### src/common/esp_pkg.sv
/*
  Shared constants for the serial transmit payload input block: register
  map, field positions, reset values, E3 frame geometry and pin indices.
  Assumes an 8-bit register port with 16-bit byte addresses.
*/
package esp_pkg;

  // Register port geometry.
  localparam int unsigned ADDR_W = 16;
  localparam int unsigned DATA_W = 8;

  // Register offsets.
  localparam logic [15:0] OPMODE_OFFSET = 16'h1100;
  localparam logic [15:0] STATUS_OFFSET = 16'h1101;
  localparam logic [15:0] FRAMES_OFFSET = 16'h1102;

  // Reset values and field positions of the operating mode register.
  localparam logic [7:0]  OPMODE_RESET  = 8'h28;
  localparam int unsigned TIMSEL_LSB    = 0;
  localparam int unsigned TIMSEL_MSB    = 1;
  localparam logic [1:0]  TIMSEL_LOOP   = 2'h0;
  localparam logic [1:0]  TIMSEL_SLAVE  = 2'h1;

  // Status register field positions.
  localparam int unsigned STAT_SERIAL   = 0;
  localparam int unsigned STAT_RUN      = 1;
  localparam int unsigned STAT_HUNT     = 2;

  // E3 frame: 1536 bits, the first 12 are overhead (FAS, A and N).
  localparam int unsigned CNT_W         = 11;
  localparam logic [10:0] LAST_BIT      = 11'h5ff;
  localparam logic [10:0] OH_BITS       = 11'h00c;
  localparam logic [10:0] OH_LEAD_LAST  = 11'h00b;

  // Indices of the pins passed through the synchroniser.
  localparam int unsigned SYNC_W        = 5;
  localparam int unsigned PIN_RCLK      = 0;
  localparam int unsigned PIN_LCLK      = 1;
  localparam int unsigned PIN_REF       = 2;
  localparam int unsigned PIN_SEL       = 3;
  localparam int unsigned PIN_DATA      = 4;

  typedef enum logic [1:0] {
    ESP_IDLE,
    ESP_HUNT,
    ESP_RUN
  } esp_state_t;

endpackage : esp_pkg

### src/rtl/esp_sync.sv
/*
  Two-flip-flop synchroniser for the block's asynchronous pins, with a
  third stage that holds the previous sample for edge detection.
  Assumes a single free-running system clock and an active-low reset.
*/
`timescale 1ns/1ps
module esp_sync (
  // Clock and reset.
  input  wire logic                        clk,
  input  wire logic                        rstn,
  // Raw pins and synchronised views.
  input  wire logic [esp_pkg::SYNC_W-1:0]  pin_raw,
  output logic      [esp_pkg::SYNC_W-1:0]  pin_lvl,
  output logic      [esp_pkg::SYNC_W-1:0]  pin_old,
  output logic      [esp_pkg::SYNC_W-1:0]  pin_rise
);

  logic [esp_pkg::SYNC_W-1:0] meta_q;
  logic [esp_pkg::SYNC_W-1:0] lvl_q;
  logic [esp_pkg::SYNC_W-1:0] old_q;

  ////////////////////////////////////////////////////////////////////////////

  // The first stage feeds only the second; nothing else looks at it.
  always_ff @(posedge clk or negedge rstn) begin
    if (!rstn) begin
      meta_q <= '0;
      lvl_q  <= '0;
      old_q  <= '0;
    end else begin
      meta_q <= pin_raw;
      lvl_q  <= meta_q;
      old_q  <= lvl_q;
    end
  end

  assign pin_lvl  = lvl_q;
  assign pin_old  = old_q;
  assign pin_rise = lvl_q & ~old_q;

endmodule : esp_sync

### src/rtl/esp_serial_input.sv
/*
  Serial transmit payload input of an E3 framer: paces the link from the
  recovered line clock or the local transmit clock, counts frame bits,
  flags overhead ahead of time, marks frame ends and hands payload bits on.
  Assumes the bit clocks are far slower than clk so each edge is seen.
*/
`timescale 1ns/1ps
module esp_serial_input (
  // Clock and reset.
  input  wire logic                        clk,
  input  wire logic                        rstn,
  // Register port.
  input  wire logic [esp_pkg::ADDR_W-1:0]  reg_addr,
  input  wire logic [esp_pkg::DATA_W-1:0]  reg_wdata,
  input  wire logic                        reg_wr,
  input  wire logic                        reg_rd,
  output logic      [esp_pkg::DATA_W-1:0]  reg_rdata,
  // Pins toward the line and the terminal equipment.
  input  wire logic                        serial_parallel_select_pin,
  input  wire logic                        recovered_line_clock_in,
  input  wire logic                        tx_local_clock_in,
  input  wire logic                        tx_frame_reference_in,
  input  wire logic                        tx_serial_payload_in,
  output logic                             recovered_line_clock_out,
  output logic                             tx_frame_end_pulse,
  output logic                             tx_overhead_indicator,
  output logic                             rx_serial_mode,
  // Payload toward the frame generator.
  output logic                             payload_bit,
  output logic                             payload_bit_valid,
  output logic                             frame_start
);

  logic [esp_pkg::SYNC_W-1:0] pin_raw;
  logic [esp_pkg::SYNC_W-1:0] pin_lvl;
  logic [esp_pkg::SYNC_W-1:0] pin_old;
  logic [esp_pkg::SYNC_W-1:0] pin_rise;
  logic [7:0]                 opmode_q;
  logic [7:0]                 frames_q;
  logic [7:0]                 rdata_q;
  logic [1:0]                 timsel;
  logic [1:0]                 timsel_q;
  logic [1:0]                 wr_timsel;
  logic                       serial_mode;
  logic                       mode_ok;
  logic                       bit_stb;
  logic                       ref_smp;
  logic                       ref_prev_q;
  logic                       ref_rise;
  logic                       active;
  logic [esp_pkg::CNT_W-1:0]  cnt_q;
  logic [esp_pkg::CNT_W-1:0]  cur_bit;
  logic [esp_pkg::CNT_W-1:0]  nxt_bit;
  esp_pkg::esp_state_t        state_q;
  logic                       rclk_q;
  logic                       fend_q;
  logic                       oh_q;
  logic                       rxser_q;
  logic                       pbit_q;
  logic                       pvalid_q;
  logic                       fstart_q;

  function automatic logic hit(input logic [15:0] a, input logic [15:0] o);
    hit = (a == o);
  endfunction : hit

  ////////////////////////////////////////////////////////////////////////////
  // Pin synchronisation.

  assign pin_raw = {tx_serial_payload_in, serial_parallel_select_pin,
                    tx_frame_reference_in, tx_local_clock_in,
                    recovered_line_clock_in};

  esp_sync u_sync (
    .clk      (clk),
    .rstn     (rstn),
    .pin_raw  (pin_raw),
    .pin_lvl  (pin_lvl),
    .pin_old  (pin_old),
    .pin_rise (pin_rise)
  );

  ////////////////////////////////////////////////////////////////////////////
  // Registers.

  always_ff @(posedge clk or negedge rstn) begin
    if (!rstn) begin
      opmode_q <= esp_pkg::OPMODE_RESET;
    end else if (reg_wr && hit(reg_addr, esp_pkg::OPMODE_OFFSET)) begin
      opmode_q <= reg_wdata;
    end
  end

  assign timsel    = opmode_q[esp_pkg::TIMSEL_MSB:esp_pkg::TIMSEL_LSB];
  assign wr_timsel = reg_wdata[esp_pkg::TIMSEL_MSB:esp_pkg::TIMSEL_LSB];

  // Unmapped addresses read as zero; data stand only the cycle after.
  always_ff @(posedge clk or negedge rstn) begin
    if (!rstn) begin
      rdata_q <= '0;
    end else if (!reg_rd) begin
      rdata_q <= '0;
    end else if (hit(reg_addr, esp_pkg::OPMODE_OFFSET)) begin
      rdata_q <= opmode_q;
    end else if (hit(reg_addr, esp_pkg::STATUS_OFFSET)) begin
      rdata_q <= '0;
      rdata_q[esp_pkg::STAT_SERIAL] <= serial_mode;
      rdata_q[esp_pkg::STAT_RUN]    <= (state_q == esp_pkg::ESP_RUN);
      rdata_q[esp_pkg::STAT_HUNT]   <= (state_q == esp_pkg::ESP_HUNT);
    end else if (hit(reg_addr, esp_pkg::FRAMES_OFFSET)) begin
      rdata_q <= frames_q;
    end else begin
      rdata_q <= '0;
    end
  end

  ////////////////////////////////////////////////////////////////////////////
  // Mode selection and bit pacing.

  assign serial_mode = ~pin_lvl[esp_pkg::PIN_SEL];
  assign mode_ok = (timsel == esp_pkg::TIMSEL_LOOP) ||
                   (timsel == esp_pkg::TIMSEL_SLAVE);

  // The bit clock is chosen by the timing reference select field.
  assign bit_stb = (timsel == esp_pkg::TIMSEL_LOOP) ?
                   pin_rise[esp_pkg::PIN_RCLK] :
                   pin_rise[esp_pkg::PIN_LCLK];

  // The reference is compared with its sample from the previous bit clock
  // edge; an asynchronous reference would misplace the frame.
  assign ref_smp  = pin_old[esp_pkg::PIN_REF];
  assign ref_rise = (timsel == esp_pkg::TIMSEL_SLAVE) &&
                    ref_smp && !ref_prev_q;

  always_ff @(posedge clk or negedge rstn) begin
    if (!rstn) begin
      ref_prev_q <= 1'b0;
    end else if (bit_stb) begin
      ref_prev_q <= ref_smp;
    end
  end

  always_ff @(posedge clk or negedge rstn) begin
    if (!rstn) begin
      timsel_q <= esp_pkg::TIMSEL_LOOP;
    end else begin
      timsel_q <= timsel;
    end
  end

  // Any change of mode drops back to idle so the frame restarts cleanly.
  always_ff @(posedge clk or negedge rstn) begin
    if (!rstn) begin
      state_q <= esp_pkg::ESP_IDLE;
    end else if (!serial_mode || !mode_ok || timsel != timsel_q) begin
      state_q <= esp_pkg::ESP_IDLE;
    end else begin
      case (state_q)
        esp_pkg::ESP_IDLE: begin
          state_q <= (timsel == esp_pkg::TIMSEL_LOOP) ?
                     esp_pkg::ESP_RUN : esp_pkg::ESP_HUNT;
        end
        esp_pkg::ESP_HUNT: begin
          if (bit_stb && ref_rise) begin
            state_q <= esp_pkg::ESP_RUN;
          end
        end
        default: begin
          state_q <= esp_pkg::ESP_RUN;
        end
      endcase
    end
  end

  ////////////////////////////////////////////////////////////////////////////
  // Frame bit counter.

  // A reference edge marks the current bit as the frame's first bit.
  assign cur_bit = ref_rise ? '0 : cnt_q;
  assign nxt_bit = (cur_bit == esp_pkg::LAST_BIT) ? '0 :
                   esp_pkg::CNT_W'(cur_bit + 1'b1);
  assign active  = (state_q == esp_pkg::ESP_RUN) ||
                   (state_q == esp_pkg::ESP_HUNT && ref_rise);

  always_ff @(posedge clk or negedge rstn) begin
    if (!rstn) begin
      cnt_q <= '0;
    end else if (state_q == esp_pkg::ESP_IDLE) begin
      cnt_q <= '0;
    end else if (bit_stb && active) begin
      cnt_q <= nxt_bit;
    end
  end

  ////////////////////////////////////////////////////////////////////////////
  // Pin outputs.

  always_ff @(posedge clk or negedge rstn) begin
    if (!rstn) begin
      fend_q <= 1'b0;
      oh_q   <= 1'b0;
    end else if (state_q == esp_pkg::ESP_IDLE) begin
      fend_q <= 1'b0;
      oh_q   <= 1'b0;
    end else if (bit_stb) begin
      fend_q <= active && (cur_bit == esp_pkg::LAST_BIT);
      oh_q   <= active && (cur_bit == esp_pkg::LAST_BIT ||
                           cur_bit < esp_pkg::OH_LEAD_LAST);
    end
  end

  always_ff @(posedge clk or negedge rstn) begin
    if (!rstn) begin
      rclk_q  <= 1'b0;
      rxser_q <= 1'b0;
    end else begin
      rclk_q  <= pin_lvl[esp_pkg::PIN_RCLK];
      rxser_q <= serial_mode;
    end
  end

  ////////////////////////////////////////////////////////////////////////////
  // Payload hand-off.

  // Overhead positions are skipped: the terminal sends filler there.
  always_ff @(posedge clk or negedge rstn) begin
    if (!rstn) begin
      pbit_q   <= 1'b0;
      pvalid_q <= 1'b0;
      fstart_q <= 1'b0;
    end else begin
      pvalid_q <= bit_stb && active && (cur_bit >= esp_pkg::OH_BITS);
      fstart_q <= bit_stb && active && (cur_bit == '0);
      if (bit_stb && active) begin
        pbit_q <= pin_old[esp_pkg::PIN_DATA];
      end
    end
  end

  always_ff @(posedge clk or negedge rstn) begin
    if (!rstn) begin
      frames_q <= '0;
    end else if (bit_stb && active && cur_bit == esp_pkg::LAST_BIT) begin
      frames_q <= frames_q + 8'h01;
    end
  end

  assign reg_rdata                = rdata_q;
  assign recovered_line_clock_out = rclk_q;
  assign tx_frame_end_pulse       = fend_q;
  assign tx_overhead_indicator    = oh_q;
  assign rx_serial_mode           = rxser_q;
  assign payload_bit              = pbit_q;
  assign payload_bit_valid        = pvalid_q;
  assign frame_start              = fstart_q;
endmodule : esp_serial_input

### config.mk
export PLATFORM = sky130hd
export DESIGN_NAME = esp_serial_input
export DESIGN_NICKNAME = d
export VERILOG_FILES = /design/src/common/esp_pkg.sv /design/src/rtl/esp_sync.sv /design/src/rtl/esp_serial_input.sv
export SDC_FILE = /design/constraint.sdc
export NUM_CORES = 1
export LEC_CHECK = 0
export BUFFER_PORTS_ARGS = -buffer_cell sky130_fd_sc_hd__buf_2
export CELL_PAD_IN_SITES_DETAIL_PLACEMENT = 0
export CELL_PAD_IN_SITES_GLOBAL_PLACEMENT = 1
export CORE_MARGIN = 2
export CORE_UTILIZATION = 40
export CTS_CLUSTER_SIZE = 14
export DETAILED_ROUTE_END_ITERATION = 10
export PLACE_DENSITY_LB_ADDON = 0.12
export SYNTH_ARGS = -nofsm -noshare
export SYNTH_HDL_FRONTEND = slang
export SYNTH_HIERARCHICAL = 1
export SYNTH_SLANG_ARGS = --single-unit
### constraint.sdc
create_clock -name clk -period 2.6 [get_ports clk]
set_input_delay 0.39 -clock clk [delete_from_list [all_inputs] [get_ports clk]]
set_output_delay 0.39 -clock clk [all_outputs]
set_load 0.1 [all_outputs]
# Word level (Yosys, flattened, before mapping)
# Index checks and enable logic that the tools add are counted.
[totals]
latch_bits = 0
rom_bits = 0
memories = 0
wordCells = 73
mem_bits_rw = 0
register_bits = 62
in_bits = 33
output_inout_bits = 15
[classes]
add_sub_neg = 2
order_cmp = 2
mux = 17
n_eq_ne = 9
mul = 0
reduce_logical = 23
shift = 0
n_div = 0
bitwise = 3
[ops]
columns = ["op", "count"]
rows = [
  ["$eq A16 B13 Y1 const B", 3],
  ["$mux W11", 4],
  ["$mux W8", 4],
  ["$add A11 B1 Y11 const B", 1],
  ["$eq A11 B11 Y1 const B", 1],
  ["$ge A11 B4 Y1 const B", 1],
  ["$logic_and A1 B1 Y1", 11],
  ["$logic_not A11 Y1", 1],
  ["$lt A11 B4 Y1 const B", 1],
  ["$add A8 B1 Y8 const B", 1],
  ["$mux W2", 3],
  ["$logic_or A1 B1 Y1", 5],
  ["$mux W1", 5],
  ["$eq A2 B1 Y1 const B", 2],
  ["$logic_not A2 Y1", 2],
  ["$pmux W2 S2", 1],
  ["$reduce_bool A2 Y1", 2],
  ["$ne A3 B1 Y1 const B", 1],
  ["$and A2 B2 Y2", 1],
  ["$eq A2 B2 Y1 const B", 1],
  ["$logic_not A1 Y1", 2],
  ["$ne A2 B2 Y1", 1],
  ["$not A2 Y2", 1],
  ["$not A1 Y1", 1],
]

# Logic depth before layout (Yosys ltp)
[depth]
depth_word = 9
depth_mapped = 11
mapped_depth_nobuf = 8

# Modules after synthesis
# The synthesis kept the hierarchy.
[modules_own_cells]
columns = ["module", "instances", "area_each_um2", "cells_each", "seq_area_each_um2"]
rows = [
  ["esp_serial_input", 1, 2383.5, 218, 1178.6],
  ["esp_sync", 1, 444.2, 20, 375.4],
]

# Worst setup path after synthesis
# Ideal clock, no wire load.
[synth_path]
path_kind = "register to register"
startpoint = "reg opmode_q[1]"
endpoint = "reg frames_q[7]"
setup_time_ns = 0.079
n_path_buf = 3
path_stages_with_launch = 11
synth_period_minus_slack_ns = 2.626
t_arrival_ns = 2.547
slack_ns = -0.026
required_time_ns = 2.521
path_cell_list = "dfrtp_1 clkbuf_1 nand4bb_1 clkbuf_1 and2_1 ha_1 nand4_1 or4_4 buf_6 nor4_4 xor2_1"
[synth_via]
elab_chain_len = 7
elab_cells_between_ends = 11
classes_between = "2 x eq/ne; 2 x mux; 7 x reduce/logical"
[synth_rtl]
columns = ["item", "line", "rtl"]
rows = [
  ["start: declaration", "esp_serial_input.sv:38", "logic [7:0] opmode_q;"],
  ["start signal: assignment", "esp_serial_input.sv:88", "opmode_q <= esp_pkg::OPMODE_RESET;"],
  ["start signal: assignment", "esp_serial_input.sv:90", "opmode_q <= reg_wdata;"],
  ["branches (longest 6 deep; another with $mux W11)", "-", ""],
  ["$logic_and A1 B1 Y1 *", "esp_serial_input.sv:243", "end else if (bit_stb && active && cur_bit == esp_pkg::LAST_BIT) begin"],
  ["end signal: assignment", "esp_serial_input.sv:244", "frames_q <= frames_q + 8'h01;"],
  ["end: declaration", "esp_serial_input.sv:39", "logic [7:0] frames_q;"],
]
# Mark *: on every way between the ends.
# A chain may end at the register's enable or synchronous reset.

# Worst setup path after layout
[layout_path]
startpoint = "reg u_sync.old_q, in the netlist u_sync/pin_old[2]"
endpoint = "reg frames_q[6]"
[layout_via]
elab_chain_len = 6
elab_cells_between_ends = 8
classes_between = "1 x eq/ne; 1 x mux; 6 x reduce/logical"
[layout_rtl]
columns = ["item", "line", "rtl"]
rows = [
  ["start: declaration", "esp_sync.sv:20", "logic [esp_pkg::SYNC_W-1:0] old_q;"],
  ["start signal: assignment", "esp_sync.sv:33", "old_q <= lvl_q;"],
  ["$logic_and A1 B1 Y1 *", "esp_serial_input.sv:132", "assign ref_rise = (timsel == esp_pkg::TIMSEL_SLAVE) &&"],
  ["$logic_and A1 B1 Y1 *", "esp_serial_input.sv:133", "ref_smp && !ref_prev_q;"],
  ["branches (longest 3 deep; another with $mux W11)", "-", ""],
  ["$logic_and A1 B1 Y1 *", "esp_serial_input.sv:243", ""],
]
# Marks and branches as above.

==> flow_summary_export.csv <==
group,metric,value,unit
status,outcome,"finished, final reports clean",
timing,hold_viol_final,0,
worst_setup_path,crit_slowest_cell,"or4_4",
floorplanning,die-area,7580,um^2
routing,drt-pass1-iter-count,4,
floorplanning,initial_core_util,41.1,%
routing,via_per_inst,5.36,
cts,clk_transition_reported_paths,0.07,ns
worst_setup_path,cp.required,2.86,ns
floorplanning,coreArea,6720,um^2
worst_setup_path,path_buf_inv,0,
grt,track_usage,16.6,%
grt,grt_pass1_wl,9650,um
place,routabilityCongestion,0.808,
worst_setup_path,critPathKind,"reg -> reg",
floorplanning,die_h,87.1,um
timing,maxSlewHeadroom,55.9,%
routing,routedWlPerCell,15.2,um
floorplanning,die_w,87.1,um
grt,grt-ovfl-total,0,
pwr,vdd_ir_drop_max,330,uV
worst_setup_path,cp_top_family,"simple AND/OR/NAND/NOR gates",
routing,vias,1995,
timing,timing.fmax,429,MHz
worst_setup_path,cp.arrival,2.59,ns
cts,cts_inserted_buffers,9,
floorplanning,ios,48,
worst_setup_path,cp-start-kind,"register",
worst_setup_path,end_kind,"register",
synthesis,synth_cells,234,
routing,wl,5660,um
job,cap_violations,0,
floorplanning,rows,30,
grt,antenna_found_initial,0,
worst_setup_path,worstPathCellList,"nand4bb_2, and2_1, ha_1, nand4_1, or4_4, nor4_1, xor2_1",
layout,area_growth_syn_to_layout,19.3,%
place,numPortBuffers,47,
cts,cts_tree,"done",
layout,nets,323,
cts,cts-root-buf,"clkbuf_8",
worst_setup_path,max_stage_delay,0.56,ns
timing,period_needed,2.33,ns
pwr,p_total,1.96,mW
layout,drive_gt1_share,31.5,%
timing,drv_slew,0,
place,dpl_worst_slack,0.186,ns
cts,cts-hold-fix-buffers,0,
cts,h-tree-depth,3,
routing,route.detailed.drc,0,
place,hpwl,3920,um
timing,fin_setup_tns,0,ns
grt,grt_max_degree,62,
synthesis,syn_area,2760,um^2
pwr,power_density,593,nW/um^2
cts,post_cts_resized,0,
timing,tightest_slew,0.661,ns
layout,diodes,0,
timing,finClkSkew,0.00992,ns
hold_path,min_path_type,"in -> async",
timing,period_share,89.6,%
timing,worst_slack,0.271,ns
grt,grt_pass1_vias,1991,
synthesis,syn_nets,270,
cts,cts_buffer_depth,2,
worst_setup_path,path_max_fanout,13,
cts,post_cts_buffers,0,
pwr,leakagePower,1.56,nW
routing,drtIter0Drc,104,
routing,ant_nets,0,
timing,setup_violations,0,
synthesis,yosys_warnings,6,
cts,clock_sinks,61,
timing,grt_setup_unrepaired,"no",
synthesis,syn_avg_cell_area,11.8,um^2
cts,insertion_delay,0.34,ns
[worst paths after layout]
kind / start / to / slack (ns) / cells past startpoint
setup / recovery: u_sync/pin_old[2]$_DFF_PN0_ / frames_q[6]$_DFFE_PN0P_ / 0.27 / 7
hold / removal: rstn / reg_rdata[5]$_DFF_PN0_ / 0.04 / 2
setup reg to reg: u_sync/pin_old[2]$_DFF_PN0_ / frames_q[6]$_DFFE_PN0P_ / 0.27 / 7
hold reg to reg: u_sync/meta_q[0]$_DFF_PN0_ / u_sync/pin_lvl[0]$_DFF_PN0_ / 0.35 / 0
max in group asynchronous: rstn / opmode_q[3]$_DFFE_PN1P_ / 2.26 / 2
min in group clk: tx_serial_payload_in / u_sync/meta_q[4]$_DFF_PN0_ / 0.16 / 1
[layer usage]
layer / up-vias / wire, um / global-route usage, %
li1: 980 / - / -
met1: 974 / 2720 / 22.1
met2: 36 / 2680 / 25.3
met3: 5 / 214 / 5.12
met4: 0 / 50 / 6.82
met5: - / 0 / 0
[power by group]
part / total [mW] / internal (mW) / switching [mW]
Clock: 0.818 / 0.441 / 0.377
Combinational: 0.152 / 0.0500 / 0.102
Sequential: 0.985 / 0.971 / 0.0136
[cells in the final DEF (no fill, tap or decap), types with 5 or more instances in the layout]
master,n
nor4_1,7
inv_1,6
nand3_1,9
a21oi_1,6
nor2_1,13
mux2i_1,7
dfrtp_1,59
mux2_2,10
nand2_1,13
xor2_1,6
nor2b_1,5
clkbuf_8,9
nand4_1,5
buf_2,47
[state kept, by name (all words and copies together) (netlist names), 2 cells and up]
name	count
timsel_q	2
u_sync/pin_old	4
u_sync/pin_lvl	5
reg_rdata	8
cnt_q	11
state_q	2
u_sync/meta_q	5
opmode_q	8
frames_q	8
[stage by stage]
step	hold WS, ns	cells	area (um^2)	utilization, %
CTS	0.0484	372	3290	49.0
global route	0.0708	372	3290	49.0
finish	0.0440	372	3290	49.0
detailed placement	0.335	356	3100	46.1
global placement	0.331	356	3100	46.1
floorplan	0.0944	234	2760	-
[layout make-up]
type                            instances  area (um^2)
Clock buffer                           10          128
Clock inverter                          6         63.8
Fill cell                             630         3420
Inverter                                6         22.5
Multi-Input combinational cell        157         1170
Sequential cell                        61         1530
Tap cell                               80          100
Timing Repair Buffer                   52          285
Power figures use the tool's default switching activity.
